[config.mk]
export PLATFORM = sky130hd
export DESIGN_NAME = address_decode_with_switch_init
export DESIGN_NICKNAME = d
export VERILOG_FILES = /design/src/addr_decode_pkg.sv /design/src/switch_init_latch.sv /design/src/address_decode_with_switch_init.sv
export VERILOG_INCLUDE_DIRS = /design/src /design/src/src
export SDC_FILE = /design/constraint.sdc
export NUM_CORES = 1
export LEC_CHECK = 0
export BUFFER_PORTS_ARGS = -buffer_cell sky130_fd_sc_hd__buf_2
export CAP_MARGIN = 0
export CORE_AREA = 3 3 40 42
export DETAILED_ROUTE_END_ITERATION = 10
export DIE_AREA = 0 0 43 45
export GPL_TIMING_DRIVEN = 0
export PLACE_DENSITY_LB_ADDON = 0.1
export SLEW_MARGIN = 20
export SYNTH_ARGS = -nofsm -noshare
export SYNTH_HDL_FRONTEND = slang
export SYNTH_SLANG_ARGS = --single-unit
export TNS_END_PERCENT = 100
[constraint.sdc]
create_clock -name mclk -period 0.8 [get_ports mclk]
set_input_delay 0.08 -clock mclk [delete_from_list [all_inputs] [get_ports mclk]]
set_output_delay 0.08 -clock mclk [all_outputs]
set_load 0.05 [all_outputs]
[src/addr_decode_defs.svh]
// Purpose: Named constants for the chip-select decoder
// Assumes: Address top bits A23..A21 presented as a 3-bit field
// Notes: Region codes of the memory map
`ifndef ADDR_DECODE_DEFS_SVH
`define ADDR_DECODE_DEFS_SVH
`define REGION_BOOT_ROM 3'h0
`define REGION_SECOND_ROM 3'h1
`define REGION_RAM_0 3'h2
`define REGION_RAM_1 3'h3
`define REGION_RAM_2 3'h4
`define REGION_RAM_3 3'h5
`define REGION_UNMAPPED_0 3'h6
`define REGION_UNMAPPED_1 3'h7
`define INIT_RESET_VALUE 1'h1
`define SELECTS_IDLE 3'h7
`endif

[src/addr_decode_pkg.sv]
// Purpose: Types shared by the decoder files
// Assumes: Nothing beyond the constants header
// Notes: Select bundle is active low per bit
package addr_decode_pkg;
  typedef struct packed {
    logic bootRomSelectN;
    logic secondRomSelectN;
    logic ramSelectN;
  } selects_t;
  typedef struct packed {
    logic initLevel;
  } switch_state_t;
  typedef struct packed {
    selects_t sel;
    logic initOut;
  } decode_state_t;
endpackage : addr_decode_pkg

[src/switch_init_latch.sv]
// Purpose: Debounce latch for the two-contact reset switch
// Assumes: Contact inputs active low, synchronous to mclk
// Notes: Holds last contact reached, ignores travel and bounce
`timescale 1ns/1ps
`include "addr_decode_defs.svh"
module switch_init_latch (
  // Clock and control
  input wire logic mclk,
  input wire logic reset,
  input wire logic clockEnable,
  // Switch contacts
  input wire logic upperContactN,
  input wire logic lowerContactN,
  // Result
  output logic initLevel
);
  addr_decode_pkg::switch_state_t state;
  addr_decode_pkg::switch_state_t next_state;

  // Set/reset behaviour: lower contact clears, upper contact sets
  always_comb begin
    next_state = state;
    if (!lowerContactN) begin
      next_state.initLevel = 1'h0;
    end else if (!upperContactN) begin
      next_state.initLevel = 1'h1;
    end
    // Neither contact: keep value, travel and bounce ignored
  end

  always_ff @(posedge mclk) begin
    if (reset) begin
      state.initLevel <= `INIT_RESET_VALUE;
    end else if (clockEnable) begin
      state <= next_state;
    end
  end

  assign initLevel = state.initLevel;

  a_init_falls_low: assert property (@(posedge mclk) disable iff (reset)
    clockEnable && !lowerContactN |=> !initLevel)
    else $error("init did not fall on lower contact");
  a_init_holds_travel: assert property (@(posedge mclk) disable iff (reset)
    clockEnable && lowerContactN && upperContactN |=> initLevel == $past(initLevel))
    else $error("init changed while switch travelled");
  a_init_rises_upper: assert property (@(posedge mclk) disable iff (reset)
    clockEnable && !upperContactN && lowerContactN |=> initLevel)
    else $error("init not high at upper contact");
endmodule : switch_init_latch

[src/address_decode_with_switch_init.sv]
// Purpose: Chip-select decoder with debounced init from a reset switch
// Assumes: Bus inputs synchronous to mclk; selects registered one cycle
// Notes: Selects and init come straight from flip-flops
`timescale 1ns/1ps
`include "addr_decode_defs.svh"
module address_decode_with_switch_init (
  // Clock and control
  input wire logic mclk,
  input wire logic reset,
  input wire logic clockEnable,
  // Bus master side
  input wire logic [2:0] addrHigh,
  input wire logic addr_strobe_n,
  input wire logic readNotWrite,
  // Reset switch contacts
  input wire logic upperContactN,
  input wire logic lowerContactN,
  // Memory selects and init
  output addr_decode_pkg::selects_t selects,
  output logic initOut
);
  addr_decode_pkg::decode_state_t state;
  addr_decode_pkg::decode_state_t next_state;
  logic initLevel;
  logic qualified;

  // Debounce latch, init fed back into the decode
  switch_init_latch latch (
    .mclk(mclk),
    .reset(reset),
    .clockEnable(clockEnable),
    .upperContactN(upperContactN),
    .lowerContactN(lowerContactN),
    .initLevel(initLevel)
  );

  // Strobe and init qualify every select; master keeps strobe honest
  assign qualified = !addr_strobe_n && initLevel;

  // Region decode; unmapped regions fall to the idle default
  always_comb begin
    next_state = state;
    next_state.sel = `SELECTS_IDLE;
    next_state.initOut = initLevel;
    if (qualified) begin
      case (addrHigh)
        `REGION_BOOT_ROM: begin
          next_state.sel.bootRomSelectN = !readNotWrite;
        end
        `REGION_SECOND_ROM: begin
          next_state.sel.secondRomSelectN = !readNotWrite;
        end
        `REGION_RAM_0, `REGION_RAM_1, `REGION_RAM_2, `REGION_RAM_3: begin
          next_state.sel.ramSelectN = 1'h0;
        end
        default: begin
          next_state.sel = `SELECTS_IDLE;
        end
      endcase
    end
  end

  // Registered outputs: one cycle from bus inputs to pins, two from the switch contacts, a small added latency
  always_ff @(posedge mclk) begin
    if (reset) begin
      state.sel <= `SELECTS_IDLE;
      state.initOut <= `INIT_RESET_VALUE;
    end else if (clockEnable) begin
      state <= next_state;
    end
  end

  assign selects = state.sel;
  assign initOut = state.initOut;

  a_boot_rom_decode: assert property (@(posedge mclk) disable iff (reset)
    clockEnable && addrHigh == `REGION_BOOT_ROM && initLevel && !addr_strobe_n
    && readNotWrite |=> !selects.bootRomSelectN)
    else $error("boot rom select missing");
  a_second_rom_decode: assert property (@(posedge mclk) disable iff (reset)
    clockEnable && addrHigh == `REGION_SECOND_ROM && initLevel && !addr_strobe_n
    && readNotWrite |=> !selects.secondRomSelectN)
    else $error("second rom select missing");
  a_ram_decode: assert property (@(posedge mclk) disable iff (reset)
    clockEnable && addrHigh >= `REGION_RAM_0 && addrHigh <= `REGION_RAM_3 && initLevel
    && !addr_strobe_n |=> !selects.ramSelectN)
    else $error("ram select missing");
  a_rom_write_block: assert property (@(posedge mclk) disable iff (reset)
    clockEnable && !readNotWrite |=> selects.bootRomSelectN && selects.secondRomSelectN)
    else $error("rom selected on write");
  a_strobe_gate: assert property (@(posedge mclk) disable iff (reset)
    clockEnable && addr_strobe_n |=> selects == `SELECTS_IDLE)
    else $error("select without strobe");
  a_init_block: assert property (@(posedge mclk) disable iff (reset)
    clockEnable && !initLevel |=> selects == `SELECTS_IDLE)
    else $error("select during init");
  a_init_output: assert property (@(posedge mclk) disable iff (reset)
    clockEnable |=> initOut == $past(initLevel))
    else $error("init output mismatch");
  a_unmapped_idle: assert property (@(posedge mclk) disable iff (reset)
    clockEnable && addrHigh[2] && addrHigh[1] |=> selects == `SELECTS_IDLE)
    else $error("select in unmapped region");
  a_one_select: assert property (@(posedge mclk) disable iff (reset)
    $countones(~selects) <= 1)
    else $error("more than one select");

  // Independent region view for the checks below, one hit bit per code
  localparam int REGION_COUNT = 2 ** $bits(addrHigh);
  logic [REGION_COUNT-1:0] regionHit;
  logic ramRegion;
  logic unmappedRegion;

  for (genvar r = 0; r < REGION_COUNT; r++) begin : g_region
    assign regionHit[r] = (addrHigh == 3'(r));
  end

  // Grouped regions, kept apart from the case so a decode slip shows up
  assign ramRegion = regionHit[`REGION_RAM_0] | regionHit[`REGION_RAM_1]
    | regionHit[`REGION_RAM_2] | regionHit[`REGION_RAM_3];
  assign unmappedRegion = regionHit[`REGION_UNMAPPED_0] | regionHit[`REGION_UNMAPPED_1];

  // Boot ROM select only for a qualified read of its region
  a_boot_rom_only: assert property (@(posedge mclk) disable iff (reset)
    clockEnable && !(regionHit[`REGION_BOOT_ROM] && initLevel && !addr_strobe_n
    && readNotWrite) |=> selects.bootRomSelectN)
    else $error("boot rom select without its terms");

  // Second ROM select only for a qualified read of its region
  a_second_rom_only: assert property (@(posedge mclk) disable iff (reset)
    clockEnable && !(regionHit[`REGION_SECOND_ROM] && initLevel && !addr_strobe_n
    && readNotWrite) |=> selects.secondRomSelectN)
    else $error("second rom select without its terms");

  // RAM select only for a qualified access of a RAM region
  a_ram_only: assert property (@(posedge mclk) disable iff (reset)
    clockEnable && !(ramRegion && initLevel && !addr_strobe_n) |=> selects.ramSelectN)
    else $error("ram select without its terms");

  // RAM answers reads
  a_ram_read_decode: assert property (@(posedge mclk) disable iff (reset)
    clockEnable && ramRegion && initLevel && !addr_strobe_n && readNotWrite
    |=> !selects.ramSelectN)
    else $error("ram select missing on read");

  // RAM answers writes as well
  a_ram_write_decode: assert property (@(posedge mclk) disable iff (reset)
    clockEnable && ramRegion && initLevel && !addr_strobe_n && !readNotWrite
    |=> !selects.ramSelectN)
    else $error("ram select missing on write");

  // Boot ROM is read-only
  a_boot_rom_write: assert property (@(posedge mclk) disable iff (reset)
    clockEnable && regionHit[`REGION_BOOT_ROM] && !readNotWrite |=> selects.bootRomSelectN)
    else $error("boot rom selected on write");

  // Second ROM is read-only
  a_second_rom_write: assert property (@(posedge mclk) disable iff (reset)
    clockEnable && regionHit[`REGION_SECOND_ROM] && !readNotWrite
    |=> selects.secondRomSelectN)
    else $error("second rom selected on write");

  // No strobe, no boot ROM select
  a_boot_strobe_gate: assert property (@(posedge mclk) disable iff (reset)
    clockEnable && addr_strobe_n |=> selects.bootRomSelectN)
    else $error("boot rom select without strobe");

  // No strobe, no second ROM select
  a_second_strobe_gate: assert property (@(posedge mclk) disable iff (reset)
    clockEnable && addr_strobe_n |=> selects.secondRomSelectN)
    else $error("second rom select without strobe");

  // No strobe, no RAM select
  a_ram_strobe_gate: assert property (@(posedge mclk) disable iff (reset)
    clockEnable && addr_strobe_n |=> selects.ramSelectN)
    else $error("ram select without strobe");

  // Low init blocks the boot ROM
  a_boot_init_gate: assert property (@(posedge mclk) disable iff (reset)
    clockEnable && !initLevel |=> selects.bootRomSelectN)
    else $error("boot rom select during init");

  // Low init blocks the second ROM
  a_second_init_gate: assert property (@(posedge mclk) disable iff (reset)
    clockEnable && !initLevel |=> selects.secondRomSelectN)
    else $error("second rom select during init");

  // Low init blocks the RAM
  a_ram_init_gate: assert property (@(posedge mclk) disable iff (reset)
    clockEnable && !initLevel |=> selects.ramSelectN)
    else $error("ram select during init");

  // Unmapped space never reaches the boot ROM
  a_unmapped_boot: assert property (@(posedge mclk) disable iff (reset)
    clockEnable && unmappedRegion |=> selects.bootRomSelectN)
    else $error("boot rom select in unmapped space");

  // Unmapped space never reaches the second ROM
  a_unmapped_second: assert property (@(posedge mclk) disable iff (reset)
    clockEnable && unmappedRegion |=> selects.secondRomSelectN)
    else $error("second rom select in unmapped space");

  // Unmapped space never reaches the RAM
  a_unmapped_ram: assert property (@(posedge mclk) disable iff (reset)
    clockEnable && unmappedRegion |=> selects.ramSelectN)
    else $error("ram select in unmapped space");

  // First unmapped code leaves every select idle
  a_region_six_idle: assert property (@(posedge mclk) disable iff (reset)
    clockEnable && regionHit[`REGION_UNMAPPED_0] |=> selects == `SELECTS_IDLE)
    else $error("select in first unmapped region");

  // Second unmapped code leaves every select idle
  a_region_seven_idle: assert property (@(posedge mclk) disable iff (reset)
    clockEnable && regionHit[`REGION_UNMAPPED_1] |=> selects == `SELECTS_IDLE)
    else $error("select in second unmapped region");

  // Boot region never selects the RAM
  a_boot_not_ram: assert property (@(posedge mclk) disable iff (reset)
    clockEnable && regionHit[`REGION_BOOT_ROM] |=> selects.ramSelectN)
    else $error("ram select in boot region");

  // Second ROM region never selects the RAM
  a_second_not_ram: assert property (@(posedge mclk) disable iff (reset)
    clockEnable && regionHit[`REGION_SECOND_ROM] |=> selects.ramSelectN)
    else $error("ram select in second rom region");

  // RAM regions never select the boot ROM
  a_ram_not_boot: assert property (@(posedge mclk) disable iff (reset)
    clockEnable && ramRegion |=> selects.bootRomSelectN)
    else $error("boot rom select in ram region");

  // RAM regions never select the second ROM
  a_ram_not_second: assert property (@(posedge mclk) disable iff (reset)
    clockEnable && ramRegion |=> selects.secondRomSelectN)
    else $error("second rom select in ram region");

  // Boot region never selects the second ROM
  a_boot_not_second: assert property (@(posedge mclk) disable iff (reset)
    clockEnable && regionHit[`REGION_BOOT_ROM] |=> selects.secondRomSelectN)
    else $error("second rom select in boot region");

  // Second ROM region never selects the boot ROM
  a_second_not_boot: assert property (@(posedge mclk) disable iff (reset)
    clockEnable && regionHit[`REGION_SECOND_ROM] |=> selects.bootRomSelectN)
    else $error("boot rom select in second rom region");

  // Pin follows the latch two enabled edges after the lower contact
  a_init_out_falls: assert property (@(posedge mclk) disable iff (reset)
    clockEnable && !lowerContactN ##1 clockEnable |=> !initOut)
    else $error("init output did not fall");

  // Pin returns high two enabled edges after the upper contact
  a_init_out_rises: assert property (@(posedge mclk) disable iff (reset)
    clockEnable && !upperContactN && lowerContactN ##1 clockEnable |=> initOut)
    else $error("init output did not rise");

  // Travel between contacts leaves the pin alone
  a_init_out_travel: assert property (@(posedge mclk) disable iff (reset)
    clockEnable && lowerContactN && upperContactN ##1 clockEnable
    |=> initOut == $past(initOut))
    else $error("init output moved during travel");

  // Once low, the pin stays low until the upper contact
  a_init_low_hold: assert property (@(posedge mclk) disable iff (reset)
    clockEnable && !initLevel && upperContactN ##1 clockEnable |=> !initOut)
    else $error("init output released early");

  // Pin and selects register the same latch value, so low pin means idle
  a_init_out_blocks: assert property (@(posedge mclk) disable iff (reset)
    !initOut |-> selects == `SELECTS_IDLE)
    else $error("select while init output low");

  // Latch stays high unless the lower contact is reached
  a_latch_holds_high: assert property (@(posedge mclk) disable iff (reset)
    clockEnable && initLevel && lowerContactN |=> initLevel)
    else $error("init fell without lower contact");

  // Latch stays low unless the upper contact is reached
  a_latch_holds_low: assert property (@(posedge mclk) disable iff (reset)
    clockEnable && !initLevel && upperContactN |=> !initLevel)
    else $error("init rose without upper contact");

  // Disabled clock freezes the selects
  a_freeze_selects: assert property (@(posedge mclk) disable iff (reset)
    !clockEnable |=> $stable(selects))
    else $error("selects moved while frozen");

  // Disabled clock freezes the init output
  a_freeze_init: assert property (@(posedge mclk) disable iff (reset)
    !clockEnable |=> $stable(initOut))
    else $error("init output moved while frozen");

  // Reset leaves every select idle
  a_reset_selects: assert property (@(posedge mclk)
    reset |=> selects == `SELECTS_IDLE)
    else $error("selects not idle after reset");

  // Reset leaves the init output high
  a_reset_init: assert property (@(posedge mclk)
    reset |=> initOut)
    else $error("init output not high after reset");
endmodule : address_decode_with_switch_init

[Word-level counts from Yosys, hierarchy flattened]
Cells that the tools add are included.
Operators by class
  muxes and demuxes: 6
  equality and inequality tests: 6
  reductions and logical operators: 6
Operators by type and width (number)
  == test 3 x 2 -> 1 bit, second input constant: 2
  == test 3 bit, second input constant: 2
  2-to-1 mux 1 bit: 5
  OR reduction 4 bit: 1
  == test 3 x 1 -> 1 bit, second input constant: 1
  logical NOT 3 bit: 1
  2-to-1 mux 3 bit: 1
  logical NOT 1 bit: 2
  != test 2 bit, second input constant: 1
  AND reduction 2 bit: 1
  logical AND 1 bit: 1
Storage, ports and cells
  input port bits: 10
  output and inout bits: 4
  logic and storage cells: 23
  flip-flop bits (word level): 5

[Depth between registers and ports, before layout]
  depth after elaboration: 4
  mapped depth: 4
  depth with buffers taken out: 3

[Cells and area by module]
A second synthesis with hierarchy kept.
Second synthesis, totals
  cells, all modules: 21
  area, all modules: 203.9 µm²
By module, submodules not included
  address_decode_with_switch_init: cells each 16, seq. area each 80.1 µm², instances 1, area an instance 162.7 µm²
  switch_init_latch: cells each 5, seq. area each 20.0 µm², instances 1, area an instance 41.3 µm²

[Worst setup path after synthesis]
No wires, ideal clock.
  path kind: reg2reg
  from: register, netlist name initOut
  to: register, netlist name initOut
  arrival: 0.889 ns
  path buffers: 0
  slack: -0.208 ns
  library setup time: 0.120 ns
  data required time: 0.680 ns
  cell stages (with the launch flop): 3
  clock period less this slack: 1.008 ns
  cell sequence: dfxtp_1 and2b_1 a211o_1

[Worst setup path in the final report]
  from: register state, in the netlist selects[0]
  to: output port selects[0] (netlist bit)
RTL lines
  from (decl): RTL line address_decode_with_switch_init.sv:22  | addr_decode_pkg::decode_state_t state;
  from (signal assigned): RTL line address_decode_with_switch_init.sv:69  | state <= next_state;
  to (decl): RTL line address_decode_with_switch_init.sv:19  | output addr_decode_pkg::selects_t selects,
No word-level cell between the ends.

==> out/qor.yml <==
run_status:
  outcome: "finished, final reports clean"
synthesis:
  synth-seq-area-share_pct: 46.8
  avgSynthCellArea_um2: 10.2
  yosysWarnings: 0
  syn-num-nets: 31
  synthesis.area_um2: 214
  synth_cells: 21
  ys_seq_elements: 5
  synth.distinct_cells: 15
setup_path:
  crit_chain: "buf_8"
  worstSetupEndpointType: "output pin"
  crit_buf_inv: 1
  crit_path_start_kind: "flip-flop"
  critPathMaxStageDelay_ps: 340
  crit_family: "flip-flops"
  crit_type: "flip-flop to output pin"
  path_max_fanout: 2
  cp_data_required_time_ps: 720
  crit_slowest_cell: "dfxtp_2"
  arrival_ps: 720
global_route:
  grt_pass1_vias: 205
  grt_max_degree: 10
  track_usage_pct: 5.59
  overflow: 0
  antenna_found_initial: 0
  grt_pass1_wl_um: 793
placed_design:
  postPlaceCellArea_um2: 300
  dp_hpwl_um: 429
  place_congestion: 0.691
  dp.cells: 48
  io_buffer_count: 12
sta:
  fmax_mhz: 1250
  final.setup_skew_ps: 0.249
  worstMarginPinSlew_ps: 204
  finalHoldViolations: 0
  fin_crit_ps: 798
  slew_headroom_pct: 86.3
  hold_ws_ps: 74.1
  rsz0062_at_grt: "yes"
  finalCritPeriodShare_pct: 99.8
  finalSetupTns_ps: 0
  report.final.slew_viol_count: 0
  setup_viol_count_final: 0
finish:
  drive_above_1_share_pct: 56.8
  final_common_cell: "buf_2"
  mostFrequentLayoutCells: "buf_2, dfxtp_2, clkbuf_4"
  stdcell_area_um2: 360
  area_growth_pct: 68.4
  num_antenna_cells: 0
  final_cells: 52
  fillerInstances: 150
  fin_nets: 48
cts:
  root_buffer: "clkbuf_4"
  worstSkewPairLatency_ps: 240
  ctsHtreeMaxLevel: 1
  postCtsHoldBufs: 0
  cts_sinks: 5
  clkTransAtPathRegs_ps: 40
  cts_buffer_depth: 2
  cts_tree: "yes"
  numCtsBuffers: 3
detailed_routing:
  num_vias: 216
  routed_wl_um: 548
  drtIter0Drc: 0
  first_pass_iters: 1
  wl_per_cell_um: 10.5
  avgViaCountPerCell: 4.15
  drc_errors: 0
  ant_nets: 0
floorplanning:
  fp.dieW_um: 43
  floorplan.initialDensity_pct: 16.7
  core_um2: 1280
  pin_count: 14
  die_area_um2: 1940
  die_h_um: 45
  row_count: 13
worst_hold_path:
  hold_path.class: "input pin to flip-flop"
pwr:
  power_leakage_nw: 0.155
  p_per_area_nw_per_um2: 1790
  vdd_drop_max_mv: 0.813
  report.power.total_uw: 646
flow_run:
  maxCapViolations: 0
-- cells in the mapped netlist --
| library cell | instances | area [um2] |
|---|---|---|
| a211o_1 | 1 | 8.76 |
| a21oi_1 | 1 | 5.00 |
| a41oi_1 | 2 | 17.5 |
| and2b_1 | 1 | 7.51 |
| and4bb_1 | 1 | 12.5 |
| buf_4 | 1 | 7.51 |
| dfxtp_1 | 5 | 100 |
| inv_1 | 1 | 3.75 |
| nand3_1 | 1 | 5.00 |
| nor2_1 | 1 | 3.75 |
| nor2b_1 | 1 | 6.26 |
| nor3_1 | 2 | 10.0 |
| o21bai_1 | 1 | 7.51 |
| o32a_1 | 1 | 10.0 |
| xor2_1 | 1 | 8.76 |
-- worst reg2reg max path: cells and delay by family (launching register included) --
family	cells	cell delay [ps]
flops	1	310
compound gates	1	210
simple gates	1	140
-- metal layers --
metal | routed length [um] | vias up | GRT usage, %
met5 | 0 | - | 0
met4 | 0 | 0 | 0
met3 | 40 | 0 | 4.78
met2 | 273 | 8 | 9.58
met1 | 234 | 97 | 5.58
li1 | - | 111 | -
-- where the power goes --
group / internal [mW] / switching [mW] / total, mW / leakage, nW
clock: 0.188 / 0.0944 / 0.282 / 0.0150
combinational: 0.0460 / 0.0502 / 0.0962 / 0.101
sequential: 0.259 / 0.00874 / 0.267 / 0.0393
-- stage by stage --
stage / util [%] / setup slack [ps]
after floorplan: - / -93.8
after global placement: 23.4 / -46.7
after detailed placement: 23.4 / -45.8
after CTS: 27.9 / -12.9
after global routing: 28.0 / -27.6
final: 28.0 / 1.76
-- state kept, by name (all words and copies together) (netlist names) --
name / flops
selects: 3
latch.initLevel: 1
initOut: 1
-- path summary, 6_finish.rpt --
kind / start / end / slack, ps / depth (start not counted)
setup / recovery: selects[0] / selects[0] / 2 / 1
hold / removal: addrHigh[0] / selects[1] / 70 / 2
setup reg to reg: initOut / initOut / 20 / 2
hold reg to reg: selects[2] / selects[2] / 500 / 1
-- logic make-up (layout without fill, tap and decap cells) --
family	after synthesis	in the layout	share of synthesized area, %
buffers and inverters	2	18	5.26
AND/OR/NAND/NOR	7	7	21.1
flip-flops	5	5	46.8
XOR/XNOR	1	1	4.09
AO/OA/AOI/OAI	6	6	22.8
-- layout make-up --
cell class,count,area (um2),area share [%]
Sequential cell,5,109,30.2
Inverter,1,3.75,1.04
Buffer,1,7.51,2.08
Timing Repair Buffer,12,92.6,25.7
Clock buffer,4,26.3,7.29
Tap cell,15,18.8,5.21
Multi-Input combinational cell,14,103,28.5
-- timing repair --
item / CTS / global route
buffers inserted: 0 / 0
gates resized for setup: 10 / 1
setup endpoints to repair: 4 / 6
Note: power is estimated with default switching activity, not from simulation.
